<file path="config.mk">
export PLATFORM = sky130hd
export DESIGN_NAME = aar_alert_port
export DESIGN_NICKNAME = d
export VERILOG_FILES = /design/src/aar_pkg.sv /design/src/aar_mem_if.sv /design/src/aar_alert_port.sv /design/src/aar_queue_mem.sv /design/src/aar_retry_timer.sv
export SDC_FILE = /design/constraint.sdc
export NUM_CORES = 2
export LEC_CHECK = 0
export ABC_AREA = 1
export BUFFER_PORTS_ARGS = -buffer_cell sky130_fd_sc_hd__clkbuf_2
export CAP_MARGIN = 0
export CORE_UTILIZATION = 45
export CTS_BUF_LIST = sky130_fd_sc_hd__clkbuf_4 sky130_fd_sc_hd__clkbuf_8
export CTS_CLUSTER_SIZE = 12
export DETAILED_ROUTE_END_ITERATION = 12
export GPL_TIMING_DRIVEN = 0
export PLACE_DENSITY = 0.72
export SYNTH_ARGS = -nofsm -noshare
export SYNTH_HDL_FRONTEND = slang
export SYNTH_SLANG_ARGS = --single-unit
</file>
<file path="constraint.sdc">
create_clock -name ref_clk_i -period 24.9 [get_ports ref_clk_i]
set_clock_uncertainty 0.2 [all_clocks]
set_input_delay 4.98 -clock ref_clk_i [delete_from_list [all_inputs] [get_ports ref_clk_i]]
set_output_delay 4.98 -clock ref_clk_i [all_outputs]
set_load 0.005 [all_outputs]
</file>
<file path="src/aar_pkg.sv">
// shared constants and types for the asynchronous alert reporting port
package aar_pkg;

  // ************************************************************
  // message layout
  // ************************************************************
  localparam logic [7:0] SMS_ASYNC_ALERT = 8'h04;   // message code byte
  localparam int         HDR_BYTES       = 11;      // bytes 0..10 before frame data
  localparam int         FRAME_DATA_MAX  = 21;      // cap on copied frame data bytes
  localparam logic [7:0] OFS_CODE        = 8'h00;
  localparam logic [7:0] OFS_PORT        = 8'h01;
  localparam logic [7:0] OFS_TAG         = 8'h02;
  localparam logic [7:0] OFS_ALERT       = 8'h04;
  localparam logic [7:0] OFS_RSVD        = 8'h07;
  localparam logic [7:0] OFS_CTRL        = 8'h08;
  localparam logic [7:0] OFS_CHAN        = 8'h09;
  localparam logic [7:0] RSVD_BYTE       = 8'h00;

  // ************************************************************
  // queue entry layout
  // ************************************************************
  localparam int ALERT_W       = 24;
  localparam int CHAN_W        = 16;
  localparam int LEN_W         = 5;
  localparam int ENT_ALERT_LSB = 0;
  localparam int ENT_CTRL_LSB  = 24;
  localparam int ENT_CHAN_LSB  = 32;
  localparam int ENT_DATA_LSB  = 48;
  localparam int ENT_LEN_LSB   = ENT_DATA_LSB + FRAME_DATA_MAX * 8;
  localparam int ENT_W         = ENT_LEN_LSB + LEN_W;

  // ************************************************************
  // sizes, reset values and timing
  // ************************************************************
  localparam int              QUEUE_DEPTH_DEF = 4;
  localparam int              ADDR_MAX_DEF    = 8;
  localparam logic [15:0]     TAG_RST         = 16'h0000;
  localparam int unsigned     RETRY_MS        = 500;
  localparam int unsigned     CLK_KHZ         = 100_000;
  localparam int unsigned     RETRY_CYCLES    = RETRY_MS * CLK_KHZ;

  // ************************************************************
  // sender states
  // ************************************************************
  typedef enum logic [4:0] {
    AAR_IDLE  = 5'h01,
    AAR_LOAD  = 5'h02,
    AAR_SEND  = 5'h04,
    AAR_DRAIN = 5'h08,
    AAR_WAIT  = 5'h10
  } aar_state_t;

endpackage

</file>
<file path="src/aar_mem_if.sv">
// interface between the alert port and its queue memory
`timescale 1ns/1ps
interface aar_mem_if #(
  parameter int W  = 8,
  parameter int AW = 2
);
  logic          wr_en;
  logic [AW-1:0] wr_addr;
  logic [W-1:0]  wr_data;
  logic          rd_en;
  logic [AW-1:0] rd_addr;
  logic [W-1:0]  rd_data;

  modport mem (input wr_en, input wr_addr, input wr_data, input rd_en, input rd_addr, output rd_data);
  modport ctl (output wr_en, output wr_addr, output wr_data, output rd_en, output rd_addr, input rd_data);
endinterface

</file>
<file path="src/aar_alert_port.sv">
// per-port asynchronous alert builder, queue and retry sender
`timescale 1ns/1ps
// Overview of operation
// - alerts are sent with message code 04h
// - tag comes from latest port configuration
// - alert code is type, subtype, info bytes
// - control byte copied from triggering frame
// - channel copied from triggering frame
// - frame data copied, at most 21 bytes
// - frame fields only meaningful for frame alerts
// - address copied from configured path, no padding
// - only a reply with matching tag acknowledges
// - link recovery exit dropped if same port
// - every other alert type is always reported
// - alert stays pending until its reply arrives
// - resend after 500 ms without reply
// - resend forever until reply or reset
// - replies with nothing pending are discarded
// - all alerts use the single configured tag
// - one alert outstanding, others wait queued
// - messages leave only through the dequeue step
// - meaning is all three code bytes together
module aar_alert_port #(
  parameter int          QUEUE_DEPTH  = aar_pkg::QUEUE_DEPTH_DEF,
  parameter int          ADDR_MAX     = aar_pkg::ADDR_MAX_DEF,
  parameter logic [7:0]  PORT_NUM     = 8'h00,
  parameter int unsigned RETRY_CYCLES = aar_pkg::RETRY_CYCLES
) (
  // clock and reset
  input  wire logic                                ref_clk_i,
  input  wire logic                                rst_n_i,
  // protocol resets
  input  wire logic                                total_reset_i,
  input  wire logic                                absolute_reset_i,
  // port configuration
  input  wire logic                                cfg_valid_i,
  input  wire logic [15:0]                         cfg_tag_i,
  input  wire logic [ADDR_MAX*8-1:0]               cfg_path_i,
  input  wire logic [7:0]                          cfg_path_len_i,
  // alert requests
  input  wire logic                                alert_valid_i,
  output logic                                     alert_ready_o,
  input  wire logic [aar_pkg::ALERT_W-1:0]         alert_code_i,
  input  wire logic                                alert_has_frame_i,
  input  wire logic [7:0]                          alert_ctrl_i,
  input  wire logic [aar_pkg::CHAN_W-1:0]          alert_chan_i,
  input  wire logic [aar_pkg::FRAME_DATA_MAX*8-1:0] alert_data_i,
  input  wire logic [7:0]                          alert_len_i,
  input  wire logic                                alert_erp_exit_i,
  input  wire logic [7:0]                          alert_src_port_i,
  input  wire logic [7:0]                          alert_tx_port_i,
  // replies from the master
  input  wire logic                                reply_valid_i,
  input  wire logic [15:0]                         reply_tag_i,
  // outgoing message bytes
  output logic                                     tx_valid_o,
  output logic [7:0]                               tx_data_o,
  output logic                                     tx_first_o,
  output logic                                     tx_last_o,
  input  wire logic                                tx_ready_i,
  // status
  output logic                                     pending_o,
  output logic                                     erp_drop_o,
  output logic                                     reply_drop_o
);
  import aar_pkg::*;

  localparam int QAW = $clog2(QUEUE_DEPTH);
  localparam int AIW = $clog2(ADDR_MAX);

  // ************************************************************
  // state
  // ************************************************************
  aar_state_t                      state_q, state_d;
  logic [15:0]                     cfg_tag_q;
  logic [ADDR_MAX-1:0][7:0]        cfg_path_q;
  logic [7:0]                      cfg_alen_q;
  logic                            cfg_seen_q;
  logic [15:0]                     msg_tag_q;
  logic [ADDR_MAX-1:0][7:0]        msg_addr_q;
  logic [7:0]                      msg_alen_q;
  logic [ALERT_W-1:0]              msg_alert_q;
  logic [7:0]                      msg_ctrl_q;
  logic [CHAN_W-1:0]               msg_chan_q;
  logic [FRAME_DATA_MAX-1:0][7:0]  msg_data_q;
  logic [LEN_W-1:0]                msg_dlen_q;
  logic [7:0]                      idx_q;
  logic [QAW-1:0]                  wr_ptr_q, rd_ptr_q;
  logic [QAW:0]                    count_q, count_d;
  logic                            pending_q, pending_d;
  logic                            tmr_expire;

  aar_mem_if #(.W(ENT_W), .AW(QAW)) mem_if ();

  aar_queue_mem #(.W(ENT_W), .DEPTH(QUEUE_DEPTH)) u_queue (
    .ref_clk_i (ref_clk_i),
    .m         (mem_if)
  );

  // ************************************************************
  // request decode
  // ************************************************************
  wire             flush      = total_reset_i | absolute_reset_i;
  wire             accept     = alert_valid_i & alert_ready_o;
  wire             erp_same   = alert_erp_exit_i && (alert_src_port_i == alert_tx_port_i);
  wire             push       = accept & ~erp_same & ~flush;
  wire             pop        = (state_q == AAR_IDLE) && (count_q != '0) && cfg_seen_q && !flush;
  wire             ack        = reply_valid_i && pending_q && (reply_tag_i == msg_tag_q);
  wire             tx_adv     = !tx_valid_o || tx_ready_i;
  wire [7:0]       cfg_alen   = (cfg_path_len_i > 8'(ADDR_MAX)) ? 8'(ADDR_MAX) : cfg_path_len_i;
  wire [LEN_W-1:0] data_cap   = (alert_len_i > 8'(FRAME_DATA_MAX)) ? LEN_W'(FRAME_DATA_MAX) : alert_len_i[LEN_W-1:0];
  // frame fields capped, zeroed without a frame
  wire [LEN_W-1:0]              ent_len   = alert_has_frame_i ? data_cap : '0;
  wire [FRAME_DATA_MAX*8-1:0]   ent_data  = alert_has_frame_i ? alert_data_i : '0;
  wire [7:0]                    ent_ctrl  = alert_has_frame_i ? alert_ctrl_i : '0;
  wire [CHAN_W-1:0]             ent_chan  = alert_has_frame_i ? alert_chan_i : '0;

  // queue memory connections
  assign mem_if.wr_en   = push;
  assign mem_if.wr_addr = wr_ptr_q;
  assign mem_if.wr_data = {ent_len, ent_data, ent_chan, ent_ctrl, alert_code_i};
  assign mem_if.rd_en   = pop;
  assign mem_if.rd_addr = rd_ptr_q;

  // ************************************************************
  // byte selection
  // ************************************************************
  logic [HDR_BYTES-1:0][7:0] hdr_w;
  assign hdr_w = {msg_chan_q[7:0], msg_chan_q[15:8], msg_ctrl_q, RSVD_BYTE, msg_alert_q[7:0],
                  msg_alert_q[15:8], msg_alert_q[23:16], msg_tag_q[7:0], msg_tag_q[15:8], PORT_NUM,
                  SMS_ASYNC_ALERT};

  wire [7:0] hdr_idx   = idx_q - msg_alen_q;
  wire [7:0] data_idx  = hdr_idx - 8'(HDR_BYTES);
  wire [7:0] total     = msg_alen_q + 8'(HDR_BYTES) + {3'h0, msg_dlen_q};
  wire       is_last   = (idx_q == total - 8'h01);
  wire       in_addr   = (idx_q < msg_alen_q);
  wire       in_hdr    = (hdr_idx < 8'(HDR_BYTES));
  wire [7:0] next_byte = in_addr ? msg_addr_q[idx_q[AIW-1:0]] :
                         in_hdr  ? hdr_w[hdr_idx[3:0]] : msg_data_q[data_idx[4:0]];

  // ************************************************************
  // sender control
  // ************************************************************
  // pending until matching reply
  always_comb begin
    pending_d = pending_q;
    if (flush || ack) begin
      pending_d = 1'b0;
    end else if (state_q == AAR_LOAD) begin
      pending_d = 1'b1;
    end
  end

  always_comb begin
    state_d = state_q;
    case (state_q)
      AAR_IDLE: begin
        if (pop) begin
          state_d = AAR_LOAD;
        end
      end
      AAR_LOAD:  state_d = flush ? AAR_IDLE : AAR_SEND;
      AAR_SEND: begin
        if (tx_adv && is_last) begin
          state_d = AAR_DRAIN;
        end
      end
      AAR_DRAIN: begin
        if (tx_ready_i) begin
          state_d = pending_d ? AAR_WAIT : AAR_IDLE;
        end
      end
      AAR_WAIT: begin
        if (!pending_d) begin
          state_d = AAR_IDLE;
        end else if (tmr_expire) begin
          state_d = AAR_SEND;
        end
      end
      default:   state_d = AAR_IDLE;
    endcase
  end

  aar_retry_timer #(.CYCLES(RETRY_CYCLES)) u_timer (
    .ref_clk_i (ref_clk_i),
    .rst_n_i   (rst_n_i),
    .start_i   (state_q == AAR_DRAIN && tx_ready_i && pending_d),
    .stop_i    (!pending_d),
    .expire_o  (tmr_expire)
  );

  always_comb begin
    count_d = flush ? '0 : count_q + {{QAW{1'b0}}, push} - {{QAW{1'b0}}, pop};
  end

  // state, queue pointers and status flops
  always_ff @(posedge ref_clk_i) begin
    if (!rst_n_i) begin
      state_q       <= AAR_IDLE;
      wr_ptr_q      <= '0;
      rd_ptr_q      <= '0;
      count_q       <= '0;
      pending_q     <= 1'b0;
      alert_ready_o <= 1'b0;
      erp_drop_o    <= 1'b0;
      reply_drop_o  <= 1'b0;
    end else begin
      state_q       <= state_d;
      wr_ptr_q      <= flush ? '0 : wr_ptr_q + QAW'(push);
      rd_ptr_q      <= flush ? '0 : rd_ptr_q + QAW'(pop);
      count_q       <= count_d;
      pending_q     <= pending_d;
      alert_ready_o <= (count_d < (QAW+1)'(QUEUE_DEPTH));
      erp_drop_o    <= accept & erp_same;
      reply_drop_o  <= reply_valid_i & ~ack;
    end
  end
  assign pending_o = pending_q;

  always_ff @(posedge ref_clk_i) begin
    if (!rst_n_i) begin
      cfg_tag_q  <= TAG_RST;
      cfg_path_q <= '0;
      cfg_alen_q <= '0;
      cfg_seen_q <= 1'b0;
    end else if (cfg_valid_i) begin
      cfg_tag_q  <= cfg_tag_i;
      cfg_path_q <= cfg_path_i;
      cfg_alen_q <= cfg_alen;
      cfg_seen_q <= 1'b1;
    end
  end

  always_ff @(posedge ref_clk_i) begin
    if (!rst_n_i) begin
      msg_tag_q   <= TAG_RST;
      msg_addr_q  <= '0;
      msg_alen_q  <= '0;
      msg_alert_q <= '0;
      msg_ctrl_q  <= '0;
      msg_chan_q  <= '0;
      msg_data_q  <= '0;
      msg_dlen_q  <= '0;
    end else if (state_q == AAR_LOAD) begin
      msg_tag_q   <= cfg_tag_q;
      msg_addr_q  <= cfg_path_q;
      msg_alen_q  <= cfg_alen_q;
      msg_alert_q <= mem_if.rd_data[ENT_ALERT_LSB +: ALERT_W];
      msg_ctrl_q  <= mem_if.rd_data[ENT_CTRL_LSB +: 8];
      msg_chan_q  <= mem_if.rd_data[ENT_CHAN_LSB +: CHAN_W];
      msg_data_q  <= mem_if.rd_data[ENT_DATA_LSB +: FRAME_DATA_MAX*8];
      msg_dlen_q  <= mem_if.rd_data[ENT_LEN_LSB +: LEN_W];
    end
  end

  always_ff @(posedge ref_clk_i) begin
    if (!rst_n_i) begin
      idx_q <= '0;
    end else if (state_q == AAR_LOAD || (state_q == AAR_WAIT && tmr_expire)) begin
      idx_q <= '0;
    end else if (state_q == AAR_SEND && tx_adv) begin
      idx_q <= idx_q + 8'h01;
    end
  end

  // ************************************************************
  // output byte register
  // ************************************************************
  always_ff @(posedge ref_clk_i) begin
    if (!rst_n_i) begin
      tx_valid_o <= 1'b0;
      tx_data_o  <= '0;
      tx_first_o <= 1'b0;
      tx_last_o  <= 1'b0;
    end else if (state_q == AAR_SEND && tx_adv) begin
      tx_valid_o <= 1'b1;
      tx_data_o  <= next_byte;
      tx_first_o <= (idx_q == 8'h00);
      tx_last_o  <= is_last;
    end else if (tx_ready_i) begin
      tx_valid_o <= 1'b0;
      tx_first_o <= 1'b0;
      tx_last_o  <= 1'b0;
    end
  end

  wire send_at = (state_q == AAR_SEND) && tx_adv;
endmodule

</file>
<file path="src/aar_queue_mem.sv">
// alert queue storage with registered read data
`timescale 1ns/1ps
module aar_queue_mem #(
  parameter int W     = 8,
  parameter int DEPTH = 4
) (
  // clock
  input wire logic ref_clk_i,
  // memory port
  aar_mem_if.mem   m
);

  logic [W-1:0] mem_q [DEPTH];

  // write port
  always_ff @(posedge ref_clk_i) begin
    if (m.wr_en) begin
      mem_q[m.wr_addr] <= m.wr_data;
    end
  end

  // read port, data one cycle after the strobe
  always_ff @(posedge ref_clk_i) begin
    if (m.rd_en) begin
      m.rd_data <= mem_q[m.rd_addr];
    end
  end

endmodule

</file>
<file path="src/aar_retry_timer.sv">
// reply timeout counter, one expiry pulse per start
`timescale 1ns/1ps
module aar_retry_timer #(
  parameter int unsigned CYCLES = 4
) (
  // clock and reset
  input  wire logic ref_clk_i,
  input  wire logic rst_n_i,
  // control
  input  wire logic start_i,
  input  wire logic stop_i,
  output logic      expire_o
);

  localparam int CW = $clog2(CYCLES + 1);

  logic [CW-1:0] cnt_q;
  logic          run_q;

  always_ff @(posedge ref_clk_i) begin
    if (!rst_n_i || stop_i) begin
      cnt_q    <= '0;
      run_q    <= 1'b0;
      expire_o <= 1'b0;
    end else if (start_i) begin
      cnt_q    <= CW'(CYCLES - 1);
      run_q    <= 1'b1;
      expire_o <= 1'b0;
    end else if (run_q && cnt_q == '0) begin
      run_q    <= 1'b0;
      expire_o <= 1'b1;
    end else begin
      cnt_q    <= run_q ? cnt_q - 1'b1 : cnt_q;
      expire_o <= 1'b0;
    end
  end
endmodule

</file>
==> reports/metrics.yaml <==
outcome: "complete, no violations"
cellPowerDensity_mw_per_mm2: 70.9
grt.total_usage_pct: 24.7
fin_tns_setup_ps: 0
drive_above_1_share_pct: 13.8
grt_start_max_net_pins: 39
asyncSetResetFlopFracSynth_pct: 0
finalNonFillerCells: 8566
die-area_sq_mm: 0.139
detail_route.wl_per_cell_um: 20.4
clock-root-buffer: "sky130_fd_sc_hd__clkbuf_8"
worst_r2r_path_depth: 18
cp.arrival_ps: 8350
iter_0_drt_violations: 5018
max-vdd-ir-drop_uv: 59.7
grt_util_met1_pct: 31.6
post_synth_inst_count: 5865
grt_pass1_vias: 43600
final_period_minus_worst_setup_slack_ps: 7900
use_met3_pct: 4.38
cts_sinks: 1566
worstPathRequired_ps: 25350
finalPower_w: 0.00510
drcViolationCount: 0
dieHeight_um: 372
place_worst_setup_slack_ps: 16050
timing.critical_path.fanout_max: 11
syn_avg_cell_area_sq_um: 10.5
worstHoldPathType: "register to register"
drtPass1Iterations: 8
totalWireLength_mm: 175
static-leakage-power_nw: 27.4
final.setup.worst_slack_ps: 17000
initial_utilization_pct: 45.5
design.portCount: 369
final_area_sq_mm: 0.0719
report.final.setup_viol: 0
reg2reg_from: "idx_q[1]"
kind_of_launch_point_of_the_worst_setup_path: "primary input"
postSynthRegisterBits: 1566
hold_buffers: 0
synth_cell_types: 53
postRouteAntennaNets: 0
nNetsFinal: 6961
globalRoute.busiestLayer: "met2"
post_cts_setup_inserts: 0
finalWeightedCongestion: 0.915
h-tree-depth: 4
core_area_sq_mm: 0.136
number_of_instances_resized_during_post_cts_repair: 0
dieWidth_um: 372
antenna_found_initial: 16
worstHoldPathCells: 2
max_slew_headroom_at_the_worst_pin_pct: 8.72
dp_hpwl_mm: 125
numCtsBuffers: 237
synth-warning-count: 0
routed-via-count: 45900
maxClockFrequency_mhz: 127
cts_tree: "done"
post-route-period-util_pct: 31.7
worst_setup_path_end_kind: "register"
rsz0062_at_grt: "false"
clkSlewWorstSetupHoldPaths_ps: 60
grt_first_pass_wirelength_mm: 256
min-delay-start: "cfg_alen_q[6]"
syn_nets: 6248
numPortBuffers: 366
layout-area-overhead-vs-synth_pct: 16.6
globalRouteOverflowTotal: 0
clk_latency_ps: 950
drv.max_cap_violation_count: 0
worst-slew-pin-transition_ps: 1370
via_per_inst: 5.36
dpl_cell_area_sq_mm: 0.0671
critPathKind: "primary input to register"
post_synth_instance_area_sq_mm: 0.0617
dpl.cell_count: 8120
synth_edf_count: 1105
floorplan.rows: 135
final_max_slew_viol_count: 0
grtUsageMet2_pct: 41.2
max_root_sink_buffers: 3
synth_sequential_area_ratio_pct: 68.8
crit_start: "alert_tx_port_i[6]"
synthFlopType: "sky130_fd_sc_hd__edfxtp_1"
hold_viol_final: 0
## power breakdown
part / internal [W] / switching (W)
Sequential: 0.00280 / 0.0000109
Combinational: 0.0000519 / 0.000107
Clock: 0.00112 / 0.00100
## worst max-delay path, stage by stage
cell and delay (ps):
sky130_fd_sc_hd__clkbuf_2 90, sky130_fd_sc_hd__xor2_1 410, sky130_fd_sc_hd__a2111oi_0 130, sky130_fd_sc_hd__nand3_1 280, sky130_fd_sc_hd__nand2_1 280, sky130_fd_sc_hd__nor3_2 620, sky130_fd_sc_hd__buf_6 260, sky130_fd_sc_hd__buf_6 190
sky130_fd_sc_hd__buf_6 190, sky130_fd_sc_hd__buf_6 180, sky130_fd_sc_hd__buf_6 160, sky130_fd_sc_hd__buf_6 190, sky130_fd_sc_hd__buf_6 190, sky130_fd_sc_hd__buf_6 180
## final timing paths
| kind | to | slack (ps) |
|---|---|---|
| worst min register to register | cfg_alen_q[6] | 250 |
| worst max register to register | tx_data_o[5] | 19280 |
| worst min-delay path | cfg_alen_q[6] | 250 |
| worst max-delay path | u_queue.mem_q[2][137] | 17000 |
## per-layer routing
metal,routed length (um),part of all wire [%]
met1,69100,39
met2,84500,48
met3,15100,8.6
met4,6230,3.6
met5,35,0.020
## final cells by class
class / instances / area (sq um)
fill: 11700 / 63800
sequential: 1566 / 42400
multi-input combinational: 3510 / 16300
clock buffer: 334 / 4080
timing repair buffer: 474 / 3130
tap: 1781 / 2230
inverter: 425 / 1600
buffer: 364 / 1410
clock inverter: 103 / 719
antenna: 9 / 22.5
## cell families (layout without fill, tap and decap cells)
| group | count (synthesis) | after routing | share of synthesized area (%) |
|---|---|---|---|
| DFF | 1566 | 1566 | 68.8 |
| AOI/OAI and AO/OA | 1462 | 1462 | 12.5 |
| xor gates and xnor gates | 28 | 28 | 0.465 |
| buffers and inverters | 789 | 1700 | 4.88 |
| and+or+nand+nor | 1986 | 1986 | 12.7 |
| other | 0 | 9 | 0 |
| adders and majority gates | 29 | 29 | 0.625 |
| muxes | 5 | 5 | 0.0812 |
## per-stage QoR
stage	hold slack (ps)	util, %
floorplan	219	-
global placement	233	48.5
detailed placement	237	49.4
CTS	247	53.0
global route	265	53.0
finish	247	53.0
## cells in the mapped netlist, types with 23 or more instances
| master | count | area (sq um) |
|---|---|---|
| sky130_fd_sc_hd__buf_1 | 23 | 86.3 |
| sky130_fd_sc_hd__edfxtp_1 | 1105 | 33200 |
| sky130_fd_sc_hd__dfxtp_1 | 461 | 9230 |
| sky130_fd_sc_hd__nor2_1 | 1206 | 4530 |
| sky130_fd_sc_hd__nand2_1 | 590 | 2210 |
| sky130_fd_sc_hd__ha_1 | 26 | 325 |
| sky130_fd_sc_hd__clkbuf_1 | 313 | 1170 |
| sky130_fd_sc_hd__buf_2 | 25 | 125 |
| sky130_fd_sc_hd__o22ai_1 | 231 | 1450 |
| sky130_fd_sc_hd__a21oi_1 | 204 | 1020 |
| sky130_fd_sc_hd__inv_1 | 409 | 1540 |
| sky130_fd_sc_hd__nand3_1 | 105 | 526 |
| sky130_fd_sc_hd__o21ai_0 | 994 | 4970 |
| sky130_fd_sc_hd__nor3_1 | 27 | 135 |
## cell usage in the layout (no fill, tap or decap), types with 5 or more instances in the layout
| cell | count |
|---|---|
| sky130_fd_sc_hd__a21oi_1 | 204 |
| sky130_fd_sc_hd__a31oi_1 | 5 |
| sky130_fd_sc_hd__buf_1 | 23 |
| sky130_fd_sc_hd__buf_12 | 7 |
| sky130_fd_sc_hd__buf_2 | 25 |
| sky130_fd_sc_hd__buf_4 | 8 |
| sky130_fd_sc_hd__buf_6 | 84 |
| sky130_fd_sc_hd__buf_8 | 12 |
| sky130_fd_sc_hd__bufinv_16 | 6 |
| sky130_fd_sc_hd__clkbuf_1 | 313 |
| sky130_fd_sc_hd__clkbuf_2 | 366 |
| sky130_fd_sc_hd__clkbuf_4 | 82 |
| sky130_fd_sc_hd__clkbuf_8 | 252 |
| sky130_fd_sc_hd__clkinv_1 | 54 |
| sky130_fd_sc_hd__clkinv_2 | 30 |
| sky130_fd_sc_hd__dfxtp_1 | 461 |
| sky130_fd_sc_hd__diode_2 | 9 |
| sky130_fd_sc_hd__edfxtp_1 | 1105 |
| sky130_fd_sc_hd__ha_1 | 26 |
| sky130_fd_sc_hd__inv_1 | 409 |
| sky130_fd_sc_hd__inv_2 | 16 |
| sky130_fd_sc_hd__mux2i_1 | 5 |
| sky130_fd_sc_hd__nand2_1 | 590 |
| sky130_fd_sc_hd__nand2_2 | 6 |
| sky130_fd_sc_hd__nand3_1 | 105 |
| sky130_fd_sc_hd__nand4_1 | 19 |
| sky130_fd_sc_hd__nor2_1 | 1205 |
| sky130_fd_sc_hd__nor3_1 | 23 |
| sky130_fd_sc_hd__o211ai_1 | 7 |
| sky130_fd_sc_hd__o21ai_0 | 994 |
| sky130_fd_sc_hd__o22ai_1 | 231 |
| sky130_fd_sc_hd__o31ai_1 | 5 |
| sky130_fd_sc_hd__or2_2 | 5 |
| sky130_fd_sc_hd__xnor2_1 | 13 |
| sky130_fd_sc_hd__xor2_1 | 11 |
## registers in the layout, summed over array words and instances, names as in the netlist, 2 cells and up
register           count
msg_dlen_q             5
u_queue.m.rd_data    221
msg_data_q           168
msg_ctrl_q             8
tx_data_o              8
u_queue.mem_q        884
state_q                5
cfg_tag_q             16
msg_tag_q             16
mem_if.wr_addr         2
msg_chan_q            16
cfg_path_q            64
msg_alen_q             8
idx_q                  8
msg_alert_q           24
msg_addr_q            64
count_q                3
cfg_alen_q             8
mem_if.rd_addr         2
u_timer.cnt_q         26
Note: power is estimated with default switching activity, not from simulation.
